$ cat config.mk
export PLATFORM = sky130hd
export DESIGN_NAME = pcr_phase_current_readout
export DESIGN_NICKNAME = d
export VERILOG_FILES = /design/src/design/pcr_pkg.sv /design/src/design/pcr_fifo.sv /design/src/design/pcr_phase_current_readout.sv
export SDC_FILE = /design/constraint.sdc
export NUM_CORES = 1
export LEC_CHECK = 0
export BUFFER_PORTS_ARGS = -buffer_cell sky130_fd_sc_hd__buf_2
export CAP_MARGIN = 20
export CORE_ASPECT_RATIO = 1.25
export CORE_MARGIN = 3
export CORE_UTILIZATION = 65
export CTS_BUF_LIST = sky130_fd_sc_hd__clkbuf_16
export CTS_CLUSTER_SIZE = 12
export DETAILED_ROUTE_END_ITERATION = 12
export PLACE_DENSITY = 0.86
export REMOVE_ABC_BUFFERS = 1
export SLEW_MARGIN = 5
export SYNTH_ARGS = -nofsm -noshare
export SYNTH_HDL_FRONTEND = slang
export SYNTH_HIERARCHICAL = 1
export SYNTH_SLANG_ARGS = --single-unit
$ cat constraint.sdc
create_clock -name clk_in -period 31.5 [get_ports clk_in]
set_input_delay 6.3 -clock clk_in [delete_from_list [all_inputs] [get_ports clk_in]]
set_output_delay 6.3 -clock clk_in [all_outputs]
set_load 0.005 [all_outputs]
$ cat src/design/pcr_pkg.sv
// Constants, widths and state codes of the phase current readout logic.
// Assumes a single 50 MHz clock and a synchronous active-high reset.
package pcr_pkg;

   // ==========================================================
   // Clock
   // ==========================================================
   localparam int CLK_PERIOD_NS = 20;

   // ==========================================================
   // Timing
   // ==========================================================
   // Debounce is a least time, so it rounds up to whole cycles.
   localparam int FAULT_DEBOUNCE_TIME_NS = 3500;
   localparam int FAULT_DEBOUNCE_CYC_I = (FAULT_DEBOUNCE_TIME_NS + CLK_PERIOD_NS - 1) / CLK_PERIOD_NS;
   // The clear pulse is a longest time, so it rounds down.
   localparam int FAULT_CLEAR_PULSE_TIME_NS = 500;
   localparam int FAULT_CLEAR_CYC_I = FAULT_CLEAR_PULSE_TIME_NS / CLK_PERIOD_NS;

   localparam int CNT_W = 8;
   localparam logic [CNT_W-1:0] FAULT_DEBOUNCE_CYC = CNT_W'(FAULT_DEBOUNCE_CYC_I);
   localparam logic [CNT_W-1:0] FAULT_CLEAR_CYC = CNT_W'(FAULT_CLEAR_CYC_I);

   // ==========================================================
   // Duty encoding, in permille of a half period
   // ==========================================================
   localparam int VIN_W = 10;
   localparam int PML_W = 10;
   localparam int PER_W = 14;
   localparam logic [PML_W-1:0] DUTY_ZERO_PML = 10'h0c8;
   localparam logic [PML_W-1:0] DUTY_MIN_PML = 10'h064;
   localparam logic [PML_W-1:0] DUTY_MAX_PML = 10'h12c;
   localparam logic [PML_W-1:0] PML_FULL = 10'h3e8;
   // Gain of 40 %/V is 0.4 permille per mV, written as 2/5.
   localparam int GAIN_NUM = 2;
   localparam int GAIN_DEN = 5;

   // ==========================================================
   // Sample buffer
   // ==========================================================
   localparam int FIFO_DEPTH = 4;
   localparam int WORD_W = PER_W + 1;
   localparam logic [PER_W-1:0] PER_RESET = 14'h0001;

   // ==========================================================
   // Output generator states
   // ==========================================================
   typedef enum logic [2:0]
   {
      GEN_IDLE = 3'b001,
      GEN_RELEASE = 3'b010,
      GEN_DRIVE = 3'b100
   } pcr_gen_t;

endpackage : pcr_pkg

$ cat src/design/pcr_fifo.sv
// Small first-in first-out buffer with valid and ready on both sides.
// Assumes both sides run on the same clock as the buffer.
`timescale 1ns/1ns
module pcr_fifo
#(
   parameter int WIDTH = 15,
   parameter int DEPTH = 4
)
(
   // Clock and reset
   input wire logic clk_in,
   input wire logic rst_in,
   // Filling side
   input wire logic in_valid_in,
   output logic in_ready_out,
   input wire logic [WIDTH-1:0] in_data_in,
   // Draining side
   output logic out_valid_out,
   input wire logic out_ready_in,
   output logic [WIDTH-1:0] out_data_out
);

   localparam int AW = $clog2(DEPTH);

   logic [WIDTH-1:0] mem_q [DEPTH];
   logic [AW-1:0] wr_q;
   logic [AW-1:0] rd_q;
   logic [AW:0] cnt_q;
   logic push;
   logic pop;

   assign in_ready_out = (cnt_q != (AW+1)'(DEPTH));
   assign out_valid_out = (cnt_q != '0);
   assign out_data_out = mem_q[rd_q];
   assign push = in_valid_in && in_ready_out;
   assign pop = out_valid_out && out_ready_in;

   // ==========================================================
   // Storage
   // ==========================================================
   always_ff @(posedge clk_in)
   begin
      if (push)
      begin
         mem_q[wr_q] <= in_data_in;
      end
   end

   // ==========================================================
   // Pointers and fill level
   // ==========================================================
   always_ff @(posedge clk_in)
   begin
      if (rst_in)
      begin
         wr_q <= '0;
         rd_q <= '0;
         cnt_q <= '0;
      end
      else
      begin
         if (push)
         begin
            wr_q <= (wr_q == AW'(DEPTH - 1)) ? '0 : wr_q + 1'b1;
         end
         if (pop)
         begin
            rd_q <= (rd_q == AW'(DEPTH - 1)) ? '0 : rd_q + 1'b1;
         end
         cnt_q <= cnt_q + (AW+1)'(push) - (AW+1)'(pop);
      end
   end

endmodule : pcr_fifo

$ cat src/design/pcr_phase_current_readout.sv
// Digital readout and protection logic of a shunt phase current sensor.
// Assumes the front end delivers the sensed value as a signed mV code on this
// clock and the overcurrent decision as an asynchronous level; the sync and
// sample pins come straight from the board.
//
// Behaviour
// - Sync edges are the only timing source for sampling and output halves.
// - Sample output is active low, only driven low or released.
// - Released time in half n+1 equals duty of half n times its length.
// - Duty stays between 10% and 30%; zero input gives 20%.
// - Duty is 20% minus 40 %/V times the differential input.
// - Sync high halves are channel 1, sync low halves channel 2.
// - Each half is encoded on its own length, correcting sync asymmetry.
// - Overcurrent lasting past the debounce time latches the fault output low.
// - Debounce lies between 2.7 and 4.7 us, typically 3.5 us.
// - Fault clears only when sample output is held low externally long enough.
// - Clearing never needs a low pulse longer than 0.5 us.
// - While faulted, the sample output stays released.
// - Fault cleared with overcurrent still present returns at next sync edge.
// - Input stage period is derived from sync; integrator resets per period.
// - Front end result is sampled at each sync edge after the first, once per half.
// - A quarter-shifted sync adds a quarter period of latency outside this logic.
`timescale 1ns/1ns
module pcr_phase_current_readout
   import pcr_pkg::*;
(
   // Clock and reset
   input wire logic clk_in,
   input wire logic rst_in,
   // Sync pin from the controller
   input wire logic sync_edge_aligned_in,
   // Front end results
   input wire logic overcurrent_in,
   input wire logic signed [VIN_W-1:0] differential_sense_input_in,
   // Open-drain sample pin
   input wire logic duty_sample_pin_in,
   output logic duty_sample_out_n_out,
   output logic duty_sample_oe_out,
   // Open-drain fault pin
   output logic fault_out_n_out,
   output logic fault_oe_out,
   // Channel of the half now being sent, high for channel 1
   output logic sample_channel_out
);

   // ==========================================================
   // Functions
   // ==========================================================
   // Duty in permille for a signed mV input, clamped to the legal span.
   function automatic logic [PML_W-1:0] duty_pml(input logic signed [VIN_W-1:0] mv);
      logic signed [PML_W+2:0] raw;
      raw = (PML_W+3)'(signed'({1'b0, DUTY_ZERO_PML}))
            - (PML_W+3)'((mv * GAIN_NUM) / GAIN_DEN);
      if (raw < (PML_W+3)'(signed'({1'b0, DUTY_MIN_PML})))
      begin
         duty_pml = DUTY_MIN_PML;
      end
      else if (raw > (PML_W+3)'(signed'({1'b0, DUTY_MAX_PML})))
      begin
         duty_pml = DUTY_MAX_PML;
      end
      else
      begin
         duty_pml = raw[PML_W-1:0];
      end
   endfunction : duty_pml

   // Released cycles for a half period of a given length.
   function automatic logic [PER_W-1:0] off_cycles(input logic [PER_W-1:0] per,
                                                   input logic [PML_W-1:0] pml);
      logic [PER_W+PML_W-1:0] prod;
      prod = per * pml;
      off_cycles = PER_W'(prod / PML_FULL);
   endfunction : off_cycles

   // ==========================================================
   // Pin synchronisers
   // ==========================================================
   // Bits are sync, overcurrent and sample pin read-back.
   logic [2:0] pin_s1_q;
   logic [2:0] pin_s2_q;
   logic [2:0] pin_s3_q;
   logic [2:0] pin_lvl_q;
   logic sync_lvl;
   logic oc_lvl;
   logic pin_lvl;

   always_ff @(posedge clk_in)
   begin
      if (rst_in)
      begin
         pin_s1_q <= 3'h4;
         pin_s2_q <= 3'h4;
         pin_s3_q <= 3'h4;
         pin_lvl_q <= 3'h4;
      end
      else
      begin
         pin_s1_q <= {duty_sample_pin_in, overcurrent_in, sync_edge_aligned_in};
         pin_s2_q <= pin_s1_q;
         pin_s3_q <= pin_s2_q;
         // A level changes only once the last two stages agree.
         pin_lvl_q <= (pin_s2_q & pin_s3_q) | (pin_lvl_q & (pin_s2_q | pin_s3_q));
      end
   end

   assign sync_lvl = pin_lvl_q[0];
   assign oc_lvl = pin_lvl_q[1];
   assign pin_lvl = pin_lvl_q[2];

   // ==========================================================
   // Sync edges and half-period measurement
   // ==========================================================
   logic sync_prev_q;
   logic sync_edge;
   logic per_ok_q;
   logic [PER_W-1:0] per_cnt_q;

   assign sync_edge = (sync_lvl != sync_prev_q);

   always_ff @(posedge clk_in)
   begin
      if (rst_in)
      begin
         sync_prev_q <= 1'b0;
         per_ok_q <= 1'b0;
         per_cnt_q <= PER_RESET;
      end
      else
      begin
         sync_prev_q <= sync_lvl;
         if (sync_edge)
         begin
            // The first edge ends a partial half, so its length is not used.
            per_ok_q <= 1'b1;
            per_cnt_q <= PER_RESET;
         end
         else if (per_cnt_q != '1)
         begin
            per_cnt_q <= per_cnt_q + 1'b1;
         end
      end
   end

   // ==========================================================
   // Per-half sampling into the buffer
   // ==========================================================
   logic pend_valid_q;
   logic [WORD_W-1:0] pend_word_q;
   logic fifo_in_ready;
   logic fifo_out_valid;
   logic fifo_out_ready;
   logic [WORD_W-1:0] fifo_out_data;

   always_ff @(posedge clk_in)
   begin
      if (rst_in)
      begin
         pend_valid_q <= 1'b0;
         pend_word_q <= '0;
      end
      else if (sync_edge && per_ok_q)
      begin
         // Channel is the level of the half just ended, length is its own.
         pend_valid_q <= 1'b1;
         pend_word_q <= {sync_prev_q,
                         off_cycles(per_cnt_q, duty_pml(differential_sense_input_in))};
      end
      else if (fifo_in_ready)
      begin
         pend_valid_q <= 1'b0;
      end
   end

   pcr_fifo
   #(
      .WIDTH(WORD_W),
      .DEPTH(FIFO_DEPTH)
   )
   u_fifo
   (
      .clk_in(clk_in),
      .rst_in(rst_in),
      .in_valid_in(pend_valid_q),
      .in_ready_out(fifo_in_ready),
      .in_data_in(pend_word_q),
      .out_valid_out(fifo_out_valid),
      .out_ready_in(fifo_out_ready),
      .out_data_out(fifo_out_data)
   );

   // ==========================================================
   // Output generator
   // ==========================================================
   pcr_gen_t gen_q;
   logic [PER_W-1:0] off_cnt_q;
   logic chan_q;
   logic fault_q;

   // A new half is taken only once the released part of the last has ended.
   assign fifo_out_ready = (gen_q != GEN_RELEASE);

   always_ff @(posedge clk_in)
   begin
      if (rst_in)
      begin
         gen_q <= GEN_IDLE;
         off_cnt_q <= '0;
         chan_q <= 1'b0;
      end
      else if (fifo_out_valid && fifo_out_ready)
      begin
         chan_q <= fifo_out_data[WORD_W-1];
         off_cnt_q <= fifo_out_data[PER_W-1:0];
         gen_q <= (fifo_out_data[PER_W-1:0] == '0) ? GEN_DRIVE : GEN_RELEASE;
      end
      else
      begin
         case (gen_q)
            GEN_IDLE:
            begin
               gen_q <= GEN_IDLE;
            end
            GEN_RELEASE:
            begin
               if (off_cnt_q <= PER_RESET)
               begin
                  gen_q <= GEN_DRIVE;
               end
               off_cnt_q <= off_cnt_q - 1'b1;
            end
            GEN_DRIVE:
            begin
               gen_q <= GEN_DRIVE;
            end
            default:
            begin
               gen_q <= GEN_IDLE;
            end
         endcase
      end
   end

   // ==========================================================
   // Overcurrent debounce
   // ==========================================================
   logic [CNT_W-1:0] deb_cnt_q;
   logic rearm_q;
   logic deb_done;

   always_ff @(posedge clk_in)
   begin
      if (rst_in)
      begin
         deb_cnt_q <= '0;
      end
      else if (!oc_lvl || fault_q || rearm_q)
      begin
         deb_cnt_q <= '0;
      end
      else if (deb_cnt_q != FAULT_DEBOUNCE_CYC)
      begin
         deb_cnt_q <= deb_cnt_q + 1'b1;
      end
   end

   assign deb_done = oc_lvl && !fault_q && !rearm_q && (deb_cnt_q == FAULT_DEBOUNCE_CYC);

   // ==========================================================
   // Fault clear by an external low on the sample pin
   // ==========================================================
   logic [CNT_W-1:0] clr_cnt_q;
   logic clr_done;

   always_ff @(posedge clk_in)
   begin
      if (rst_in)
      begin
         clr_cnt_q <= '0;
      end
      else if (!fault_q || pin_lvl || duty_sample_oe_out)
      begin
         // Only a low that this block is not making itself is counted.
         clr_cnt_q <= '0;
      end
      else if (clr_cnt_q != FAULT_CLEAR_CYC)
      begin
         clr_cnt_q <= clr_cnt_q + 1'b1;
      end
   end

   assign clr_done = fault_q && (clr_cnt_q == FAULT_CLEAR_CYC);

   // ==========================================================
   // Fault latch
   // ==========================================================
   logic rearm_set;

   // After a clear with overcurrent still present, the next sync edge trips.
   assign rearm_set = rearm_q && sync_edge && oc_lvl;

   always_ff @(posedge clk_in)
   begin
      if (rst_in)
      begin
         fault_q <= 1'b0;
      end
      else if (deb_done || rearm_set)
      begin
         fault_q <= 1'b1;
      end
      else if (clr_done)
      begin
         fault_q <= 1'b0;
      end
   end

   always_ff @(posedge clk_in)
   begin
      if (rst_in)
      begin
         rearm_q <= 1'b0;
      end
      else if (clr_done)
      begin
         rearm_q <= 1'b1;
      end
      else if (sync_edge)
      begin
         rearm_q <= 1'b0;
      end
   end

   // ==========================================================
   // Pin drivers
   // ==========================================================
   always_ff @(posedge clk_in)
   begin
      if (rst_in)
      begin
         duty_sample_out_n_out <= 1'b1;
         duty_sample_oe_out <= 1'b0;
         fault_out_n_out <= 1'b1;
         fault_oe_out <= 1'b0;
         sample_channel_out <= 1'b0;
      end
      else
      begin
         // Open drain: the value is low whenever the pin is driven.
         duty_sample_out_n_out <= !((gen_q == GEN_DRIVE) && !fault_q);
         duty_sample_oe_out <= (gen_q == GEN_DRIVE) && !fault_q;
         fault_out_n_out <= !fault_q;
         fault_oe_out <= fault_q;
         sample_channel_out <= chan_q;
      end
   end

endmodule : pcr_phase_current_readout

After elaboration in Yosys (flattened, before gate mapping)
Memory sizes are Yosys's and may differ from the RTL's. A register that Yosys moved wholly into a read port is not among the register bits. Index checks and enable logic that the tools add are counted.

Add/sub/neg operators: 9. Multiply operators: 1. Divide/modulo/power cells: 2. Magnitude comparators: 3. Equality and inequality tests: 13. Shift-type cells: 0. Multiplexer cells: 22. Bitwise logic cells: 4. Reduce and logical (&&, ||, !) cells: 28.

Operators with widths (number): two-way mux 10 bit (4); divider 32 x 4 -> 32 bit (second input constant) (1); two-way mux 14 bit (2); divider 24 x 10 -> 24 bit (second input constant) (1); multiplier 14 x 10 -> 24 bit (1); adder 8 x 1 -> 8 bit (second input constant) (2); adder 14 x 1 -> 14 bit (second input constant) (1); less-or-equal comparator 14 x 1 -> 1 bit (second input constant) (1); logical NOT 14 bit (1); inequality test 14 bit (second input constant) (1); subtractor 14 x 1 -> 14 bit (second input constant) (1); > comparator 13 x 10 -> 1 bit (second input constant) (1); < comparator 13 x 8 -> 1 bit (second input constant) (1); subtractor 9 x 13 -> 13 bit (first input constant) (1); logical AND 1 bit (10); two-way mux 3 bit (3); equality test 8 x 5 -> 1 bit (second input constant) (1); equality test 8 bit (second input constant) (1); two-way mux 1 bit (8); two-way mux 2 bit (4); inequality test 8 x 5 -> 1 bit (second input constant) (1); inequality test 8 bit (second input constant) (1); nonzero test 2 bit (4); bitwise AND 3 bit (2); 15 further kinds (28).

Register bits: 92. Latch bits: 0. Bits in writable memories: 60. ROM bits: 0. Input bits: 15. Output and inout bits: 5. Logic and storage cells: 107. Memories kept: 1.

Memories: u_fifo.mem_q (depth 4, bits a word 15, rd ports 1, clocked after Yosys merged registers in 1, wr ports 1, line pcr_fifo.sv:25) `logic [WIDTH-1:0] mem_q [DEPTH];`.

Logic depth before layout (Yosys ltp)
Gate-level depths: netlist of the first run.

Word-level depth: 9. Depth in mapped cells: 95. Gate-level depth less buffers: 85.

Cells and area by module
Netlist of the first run, hierarchy kept.

By module, submodules not included: pcr_phase_current_readout (instances 1, cells an instance 1796, area each 13519.2 sq um, sequential area each 1701.6 sq um); pcr_fifo (instances 1, cells an instance 127, area each 2645.0 sq um, sequential area each 1981.9 sq um).

Least setup slack after synthesis of the first run
OpenSTA, ideal clock, no wires.

Path kind: input port to flip-flop. From: input differential_sense_input_in[4]. To: register pend_word_q[0]. Library setup time: 0.116 ns. Data arrival time: 26.773 ns. Required time: 31.384 ns. Setup slack: 4.611 ns. Cell stages on the path: 86. Buffers on the path: 8. Cell sequence: nor3_1 -> nand3_1 -> o31a_1 -> xor2_1 -> nand2_1 -> nor2_1 -> a21oi_1 -> nor2_1 -> a21oi_1 -> a21oi_1 -> clkbuf_1 -> and2_1 -> o22ai_1 -> o21a_1 -> inv_1 -> ha_1 -> o21ai_0 -> o211ai_1 -> (+50 left out) -> nand2_1 -> o32a_1 -> or3_1 -> buf_2 -> a22oi_4 -> o32ai_4 -> maj3_2 -> o21a_1 -> nor3_1 -> mux2_2 -> a31oi_4 -> mux4_2 -> nor4_1 -> nand2b_1 -> nor2_1 -> nor4b_1 -> o311a_1 -> a31o_1.

Cells in the longest elaborated chain, start to end: 9. Elaborated cells between the ends (all ways): 10. Those cells by class: add/sub: 1; mul: 1; div: 2; order compare: 2; mux: 4.

Ends and longest elaborated chain: start, declared (line pcr_phase_current_readout.sv:34) `input wire logic signed [VIN_W-1:0] differential_sense_input_in,`; divider 32 x 4 -> 32 bit (*) (line pcr_phase_current_readout.sv:53) `- (PML_W+3)'((mv * GAIN_NUM) / GAIN_DEN);`; subtractor 9 x 13 -> 13 bit (*) (line pcr_phase_current_readout.sv:53); > comparator 13 x 10 -> 1 bit (line pcr_phase_current_readout.sv:58) `else if (raw > (PML_W+3)'(signed'({1'b0, DUTY_MAX_PML})))`; two-way mux 10 bit (line pcr_phase_current_readout.sv:58); two-way mux 10 bit (*) (line pcr_phase_current_readout.sv:54) `if (raw < (PML_W+3)'(signed'({1'b0, DUTY_MIN_PML})))`; two-way mux 10 bit (*) (line pcr_phase_current_readout.sv:162) `else if (sync_edge && per_ok_q)`; two-way mux 10 bit (*) (line pcr_phase_current_readout.sv:157) `if (rst_in)`; multiplier 14 x 10 -> 24 bit (*) (line pcr_phase_current_readout.sv:72) `prod = per * pml;`; divider 24 x 10 -> 24 bit (*) (line pcr_phase_current_readout.sv:73) `off_cycles = PER_W'(prod / PML_FULL);`; end signal, assigned (line pcr_phase_current_readout.sv:166) `pend_word_q <= {sync_prev_q,`; end, declared (line pcr_phase_current_readout.sv:149) `logic [WORD_W-1:0] pend_word_q;`.

Mark *: on every way between the ends. The rest lies on a longest branch, timed or not. The select of a mux whose other input is x is not followed. A chain may end at the register's enable or synchronous reset.

Worst setup path after layout of the first run
Ends and elaborated chain as after synthesis.

==> results.md, run 1 <==
- Status: completed
- Slew HR: 28.8%
- Ys flop type: dfxtp_1
- Area grow syn2layout: 5.72%
- Crit path buf inv count: 9
- Clock Skew: slightly below 0.01 ns
- Layout filler cell count: 1855
- Most frequent cells in the layout: nand2_1 (205), nor2_1 (174), inv_1 (141), fa_1 (95)
- Ports: 20
- Design area: 17100 µm²
- Initial core utilization: 67.0%
- Clock share of power: 11.6%
- Synth cell types: 119
- Placed cell count: 2213
- Placed cell area: approximately 16000 µm²
- Crit-path leading delay family: compound AO/OA/AOI/OAI gates
- CP max stage delay: 0.67 ns
- Largest net degree at the start of global routing: 60
- # Max-Cap Violations: 0
- # rows: 63
- H-tree depth: 4
- CTS Hold Bufs: 0
- Drt first pass iters: 7
- Post-CTS Setup Bufs: 0
- Number of global-route vias before repair: 14400
- Clock Sinks: 154
- Critical Setup Path Class: primary input to flip-flop
- PortBufs: 19
- Post-synth EDFFs: 60
- Switch share: 53.0%
- DP Wirelength: 28800 µm
- Sequential-to-total area share from yosys stat: a little under a quarter
- Seq pwr share: ~14%
- Most common cell after layout, fill and taps aside: nand2_1
- Internal Pwr Total: 0.000824 W
- Hold Slack: ~0.42 ns
- Mapped Cells: around 1900
- Gate power share: 74.5%
- Leakage: 6.91 nW
- First-pass GRT wire length: 67300 µm
- Die area: 26800 µm²
- Area share of the largest cell type after synthesis: 11.8%
- Cell taking the most area after synthesis: fa_1
- Congestion Overflow GR: 0
- Switching power: a little over 0.0009 W
- Num CTS Buffers: 17
- Vias per Instance: ~6.5
- Critical Path Start Type: primary input
- Warnings from Yosys: 6
- DR WL/cell: 17.6 µm
- Fraction of layout instances using a drive strength above 1: 8.22%
- RSZ-0062 raised after global routing: no
- Final setup vio count: 0
- Final wirelength: ~40000 µm
- Post-route minimum period: approximately 30 ns
- DRC errors left: 0
- Layout Nets: approximately 2100
- Post-synth ARST share: 0%
- Insertion delay to the later sink of the worst-skew pair: 0.42 ns
- Peak supply drop: ~0.00012 V
- Post-Syn Area per Cell: 8.41 µm²
- Final hold violations: 0
- Place WS: 1.46 ns
- Crit path top cell by count: inv_1
- Die width: 147 µm
- Achievable Freq: 34.1 MHz
- Antenna Nets Post-Route: 0
- Synth area leaders: fa_1 (12%), dfxtp_1 (12%), edfxtp_1 (11%)
- Root buffer cell: clkbuf_16
- GRT Total Usage: 29.5%
- Via Count: 14500
- Critical path data arrival time: 29.69 ns
- Critical path's slowest cell: nor2_1
- Final period utilization: around 93%
- Crit Path Max Fanout: 20
- Seq cells post-synth: around 150
- Fin. max-slew vios: 0
- FF/Latch Area: 3680 µm²
- Critical path endpoint category: flip-flop
- Hold WC Path Type: flip-flop to flip-flop
- Final setup TNS: 0 ns
- Initial antenna violation count: 0
- CTS Buffer Depth: 2
- TritonCTS clock tree: done
- Clk pin slew, worst setup/hold paths: 0.06 ns
- DR iter-0 viols: 1227
- Least-Margin Pin Slew: 1.06 ns
- Number of diodes: 0
- Non-filler cells, final: 2246
- Post-Syn Area: 16200 µm²
- Multi-input combinational cell area: 11700 µm²
- Worst Path Required: 31.86 ns
- Final worst slack: 2.17 ns
- Core area: 24100 µm²
- Setup slack, reg-to-reg: between 10 and 15 ns
- RePlAce Congestion: between 0.9 and 1
- Die Ht: 182 µm
- Pwr per Cell Area: 103 nW/µm²
## kinds of logic (layout without fill, tap and decap cells)
| family | Yosys count | count (layout) | synth area share, % |
|---|---|---|---|
| AOI/OAI and AO/OA | 468 | 468 | 20.9 |
| xor gates and xnor gates | 112 | 112 | 6.16 |
| adders and majority gates | 177 | 177 | 18.0 |
| buffers and inverters | 214 | 200 | 5.24 |
| DFF | 154 | 154 | 22.8 |
| muxes | 41 | 41 | 3.82 |
| other | 2 | 14 | 0.0465 |
| and+or+nand+nor | 755 | 755 | 23.0 |
## state kept, by name, summed over array words and instances, names as in the netlist, 2 cells and up, named ones only
| signal | count |
|---|---|
| pin_lvl_q | 3 |
| clr_cnt_q | 8 |
| off_cnt_q | 14 |
| pin_s2_q | 3 |
| u_fifo/mem_q | 60 |
| u_fifo/cnt_q | 3 |
| u_fifo/rd_q | 2 |
| deb_cnt_q | 8 |
| pin_s1_q | 3 |
| pin_s3_q | 3 |
| per_cnt_q | 14 |
| gen_q | 3 |
| pend_word_q | 15 |
| u_fifo/wr_q | 2 |
## worst paths after layout
| kind | from | to | cells after the start |
|---|---|---|---|
| worst max-delay path | differential_sense_input_in[4] | pend_word_q[0] | 82 |
| worst min-delay path | pin_s1_q[2] | pin_s2_q[2] | 1 |
| worst max register to register | per_cnt_q[7] | pend_word_q[0] | 45 |
| worst min register to register | pin_s1_q[2] | pin_s2_q[2] | 1 |
## metal layers
metal	vias up	track usage (%)	share of wire, %
li1	6850	-	-
met1	6964	35.5	40
met2	570	54.4	52
met3	115	3.10	5.4
met4	0	10.8	3.1
met5	-	0	0
## metrics by stage
stage / power [W] / utilization [%]
5_1_grt: 0.00189 / 70.8
4_1_cts: 0.00172 / 70.7
6_report: 0.00175 / 70.8
2_1_floorplan: 0.00125 / -
3_3_place_gp: 0.00145 / 68.2
3_5_place_dp: 0.00149 / 68.2
## power by group through the flow
stage | Sequential (W) | Combinational (W) | Clock (W)
3_5_place_dp | 0.000251 | 0.00124 | 0
4_1_cts | 0.000247 | 0.00126 | 0.000203
2_1_floorplan | 0.000244 | 0.00101 | 0
3_3_place_gp | 0.000250 | 0.00120 | 0
5_1_grt | 0.000245 | 0.00143 | 0.000214
6_report | 0.000243 | 0.00131 | 0.000204
## what timing repair did
item,in CTS,in global routing
setup endpoints to repair,0,3
hold endpoints to repair,0,0
resized for setup,0,5
## final cells by class
cell class                 instances  area share [%]
clock buffer                      19            2.78
clock inverter                    13           0.739
inverter                         142            3.12
multi-input combinational       1567            68.5
sequential                       154            21.6
tap                              325            2.38
timing repair buffer              26           0.966
## synth_stat cells (all sizes together), types with 11 or more instances
library cell  instances
o31ai                11
a211oi               32
nand2b               22
dfxtp                94
edfxtp               60
o22ai                13
xor2                 53
inv                 142
buf                  13
nor4                 19
a31oi                27
o21a                 20
mux2i                20
o211ai               25
nand3                61
nor3                 54
ha                   77
a21o                 16
xnor2                59
or2                  18
nor2                181
nor2b                28
nand2               208
fa                   95
o21ai                94
mux4                 16
or3                  26
and3                 26
nand4                15
clkbuf               59
and2                 72
a21oi                96
No activity file was read; power rests on OpenSTA's default activity.
==> run 2: changes to the inputs <==
--- a/config.mk
+++ b/config.mk
@@ -18,5 +18,4 @@
 export SLEW_MARGIN = 5
 export SYNTH_ARGS = -nofsm -noshare
 export SYNTH_HDL_FRONTEND = slang
-export SYNTH_HIERARCHICAL = 1
 export SYNTH_SLANG_ARGS = --single-unit
==> run 2 against run 1 <==
  * Total power up 12%
  * Utilization down 0.36 points
  * Largest power group unchanged
  * Combinational power up 14%
  * Fmax down 0.68%
  * Sequential power about the same
  * Sequential cell count unchanged
  * Non-clock buffer count up 2
  * Highest routed layer is now met5
==> results.md, run 2 <==
- Status: completed
- Final setup vio count: 0 (unchanged)
- Final period utilization: 93.8% (+0.64 points)
- Ports: 20 (unchanged)
- CP max stage delay: 0.82 ns (+0.15 ns)
- Peak supply drop: 0.000129 V (+12%)
- Critical Setup Path Class: primary input to flip-flop
- Final setup TNS: 0 ns (unchanged)
- Antenna Nets Post-Route: 0 (unchanged)
- Leakage: 7.04 nW (+1.9%)
- Die width: 148 µm (+0.89%)
- Root buffer cell: clkbuf_16
- Area share of the largest cell type after synthesis: 11.6% (-0.22 points)
- PortBufs: 19 (unchanged)
- CTS Hold Bufs: 0 (unchanged)
- Hold WC Path Type: flip-flop to flip-flop
- Crit path top cell by count: a21oi_1
- Final wirelength: 40700 µm (+2.8%)
- Post-Syn Area per Cell: 8.59 µm² (+2.2%)
- Post-synth EDFFs: 60 (unchanged)
- Largest net degree at the start of global routing: 61 (+1.7%)
- Multi-input combinational cell area: 11900 µm² (+2.1%)
- # Max-Cap Violations: 0 (unchanged)
- RePlAce Congestion: 0.954 (-2.2%)
- Core area: 24700 µm² (+2.3%)
- Max reg flops: 60 (unchanged)
- Hold Path Depth: 1 (unchanged)
- Final hold violations: 0 (unchanged)
- Clock Sinks: 154 (unchanged)
- Synth cell types: 138 (+16%)
- Layout Nets: 2080 (-0.72%)
- CTS Buffer Depth: 2 (unchanged)
- Synth area leaders: fa_1 (12%), dfxtp_1 (11%), edfxtp_1 (11%)
- Via Count: 14700 (+1.2%)
- Largest regs: u_fifo.mem_q x60, pend_word_q x15
- Congestion Overflow GR: 0 (unchanged)
- Number of diodes: 0 (unchanged)
- Slew HR: 31.2% (+2.3 points)
- Sequential-to-total area share from yosys stat: 22.4% (-0.42 points)
- Most common cell after layout, fill and taps aside: nand2_1
- FF/Latch Area: 3680 µm² (unchanged)
- Warnings from Yosys: 0 (-6)
- Initial antenna violation count: 1 (+1)
- Die Ht: 184 µm (+0.90%)
- Placed cell count: 2200 (-0.59%)
- R2r startpoint: per_cnt_q[8]
- Insertion delay to the later sink of the worst-skew pair: 0.44 ns (+0.02 ns)
- Vias per Instance: 6.56 (+1.6%)
- Pwr per Cell Area: 112 nW/µm² (+9.7%)
- Seq cells post-synth: 154 (unchanged)
- Num CTS Buffers: 17 (unchanged)
- Fraction of layout instances using a drive strength above 1: 9.39% (+1.2 points)
- TritonCTS clock tree: done
- Clock Skew: 0.0128 ns (+0.00288 ns)
- Post-synth ARST share: 0% (unchanged)
- Critical Path Start Type: primary input
- First-pass GRT wire length: 68000 µm (+1.1%)
- Least-Margin Pin Slew: 1.03 ns (-0.0274 ns)
- Cell taking the most area after synthesis: fa_1
- Reg2Reg Depth: 45 (unchanged)
- Top cells by count, synth: nand2_1 (189), nor2_1 (160), inv_1 (140), a21oi_1 (102), fa_1 (95)
- RSZ-0062 raised after global routing: no
- Fin. max-slew vios: 0 (unchanged)
- Place WS: 1.61 ns (+0.151 ns)
- Initial core utilization: 66.8% (-0.25 points)
- Most frequent cells in the layout: nand2_1 (189), nor2_1 (160), inv_1 (141), a21oi_1 (102), fa_1 (95)
- # rows: 64 (+1.6%)
- Area grow syn2layout: 5.58%
- Critical path origin: differential_sense_input_in[3]
- Mapped Cells: 1917 (-0.31%)
- Largest register by flop count: u_fifo.mem_q
- Achievable Freq: 33.9 MHz (-0.68%)
- Critical path's slowest cell: a21oi_1
- DRC errors left: 0 (unchanged)
- Non-filler cells, final: 2236 (-0.45%)
- DP Wirelength: 30600 µm (+6.2%)
- Post-Syn Area: 16500 µm² (+1.9%)
- DR iter-0 viols: 1212 (-1.2%)
- Clk pin slew, worst setup/hold paths: 0.06 ns (about the same)
- CTS resizes: 0 (unchanged)
- Worst Min Path Start: pin_s1_q[2]
- Number of global-route vias before repair: 14300 (-0.73%)
- Drt first pass iters: 8 (+1)
- H-tree depth: 4 (unchanged)
- DR WL/cell: 18.2 µm (+3.2%)
- Critical path endpoint category: flip-flop
- Layout filler cell count: 1875 (+1.1%)
- Final worst slack: 1.97 ns (-0.202 ns)
- Hold Slack: 0.426 ns (+0.00638 ns)
- Worst Path Required: 31.81 ns (-0.05 ns)
- Post-route minimum period: 29.53 ns (+0.202 ns)
- Die area: 27300 µm² (+1.8%)
- Crit Path Max Fanout: 15 (-25%)
- GRT Total Usage: 29.9% (+0.44 points)
- Ys flop type: dfxtp_1
- Critical path data arrival time: 29.84 ns (+0.15 ns)
- Post-CTS Setup Bufs: 0 (unchanged)
- Count leader, synth: nand2_1
==> run 2: critical path: cells and delay by family <==
kind | cells | cell delay (ns)
AOI/OAI and AO/OA | 30 | 9.77
and+or+nand+nor | 26 | 6.93
adders and majority gates | 9 | 3.67
xor gates and xnor gates | 5 | 1.48
muxes | 4 | 1.22
buffers and inverters | 6 | 0.46
==> run 2: through the flow <==
step	total power (W)	util, %	instance area (µm²)
finish	0.00196	70.5	17400
CTS	0.00191	70.3	17300
global placement	0.00165	67.7	16700
global route	0.00211	70.5	17400
detailed placement	0.00168	67.7	16700
floorplan	0.00138	-	16200
==> run 2: cell families (layout without fill, tap and decap cells) <==
| family | after synthesis | count (layout) | share of synthesized area (%) |
|---|---|---|---|
| simple gates | 716 | 716 | 22.1 |
| flops | 154 | 154 | 22.4 |
| buf+inv | 223 | 200 | 5.34 |
| fa+ha+maj | 177 | 177 | 17.7 |
| compound gates | 493 | 493 | 22.3 |
| other cells | 2 | 14 | 0.0456 |
| mux | 46 | 46 | 4.13 |
| xor+xnor | 106 | 106 | 6.00 |
==> run 2: path summary, 6_finish.rpt <==
path,to,slack [ns]
worst min-delay path,pin_s2_q[2],0.43
worst max register to register,pend_word_q[0],15.83
worst max-delay path,pend_word_q[0],1.97
worst min register to register,pin_s2_q[2],0.43
==> run 2: cell type report <==
cell class | instances | area share [%]
inverter | 140 | 3.02
multi-input combinational | 1552 | 68.7
clock buffer | 17 | 2.45
sequential | 154 | 21.2
timing repair buffer | 28 | 1.04
clock inverter | 15 | 1.20
tap | 330 | 2.38
==> run 2: where the power goes <==
part / switching (W) / internal, W / leakage (nW)
clock: 0.0000877 / 0.000134 / 0.313
sequential: 0.0000210 / 0.000222 / 1.31
combinational: 0.000953 / 0.000538 / 5.41
total: 0.00106 / 0.000894 / 7.04
==> run 2: metal layers <==
layer	track usage (%)	routed length, µm
met5	0	13
met4	13.3	1730
met2	55.0	21400
met1	34.8	15800
met3	3.67	1790
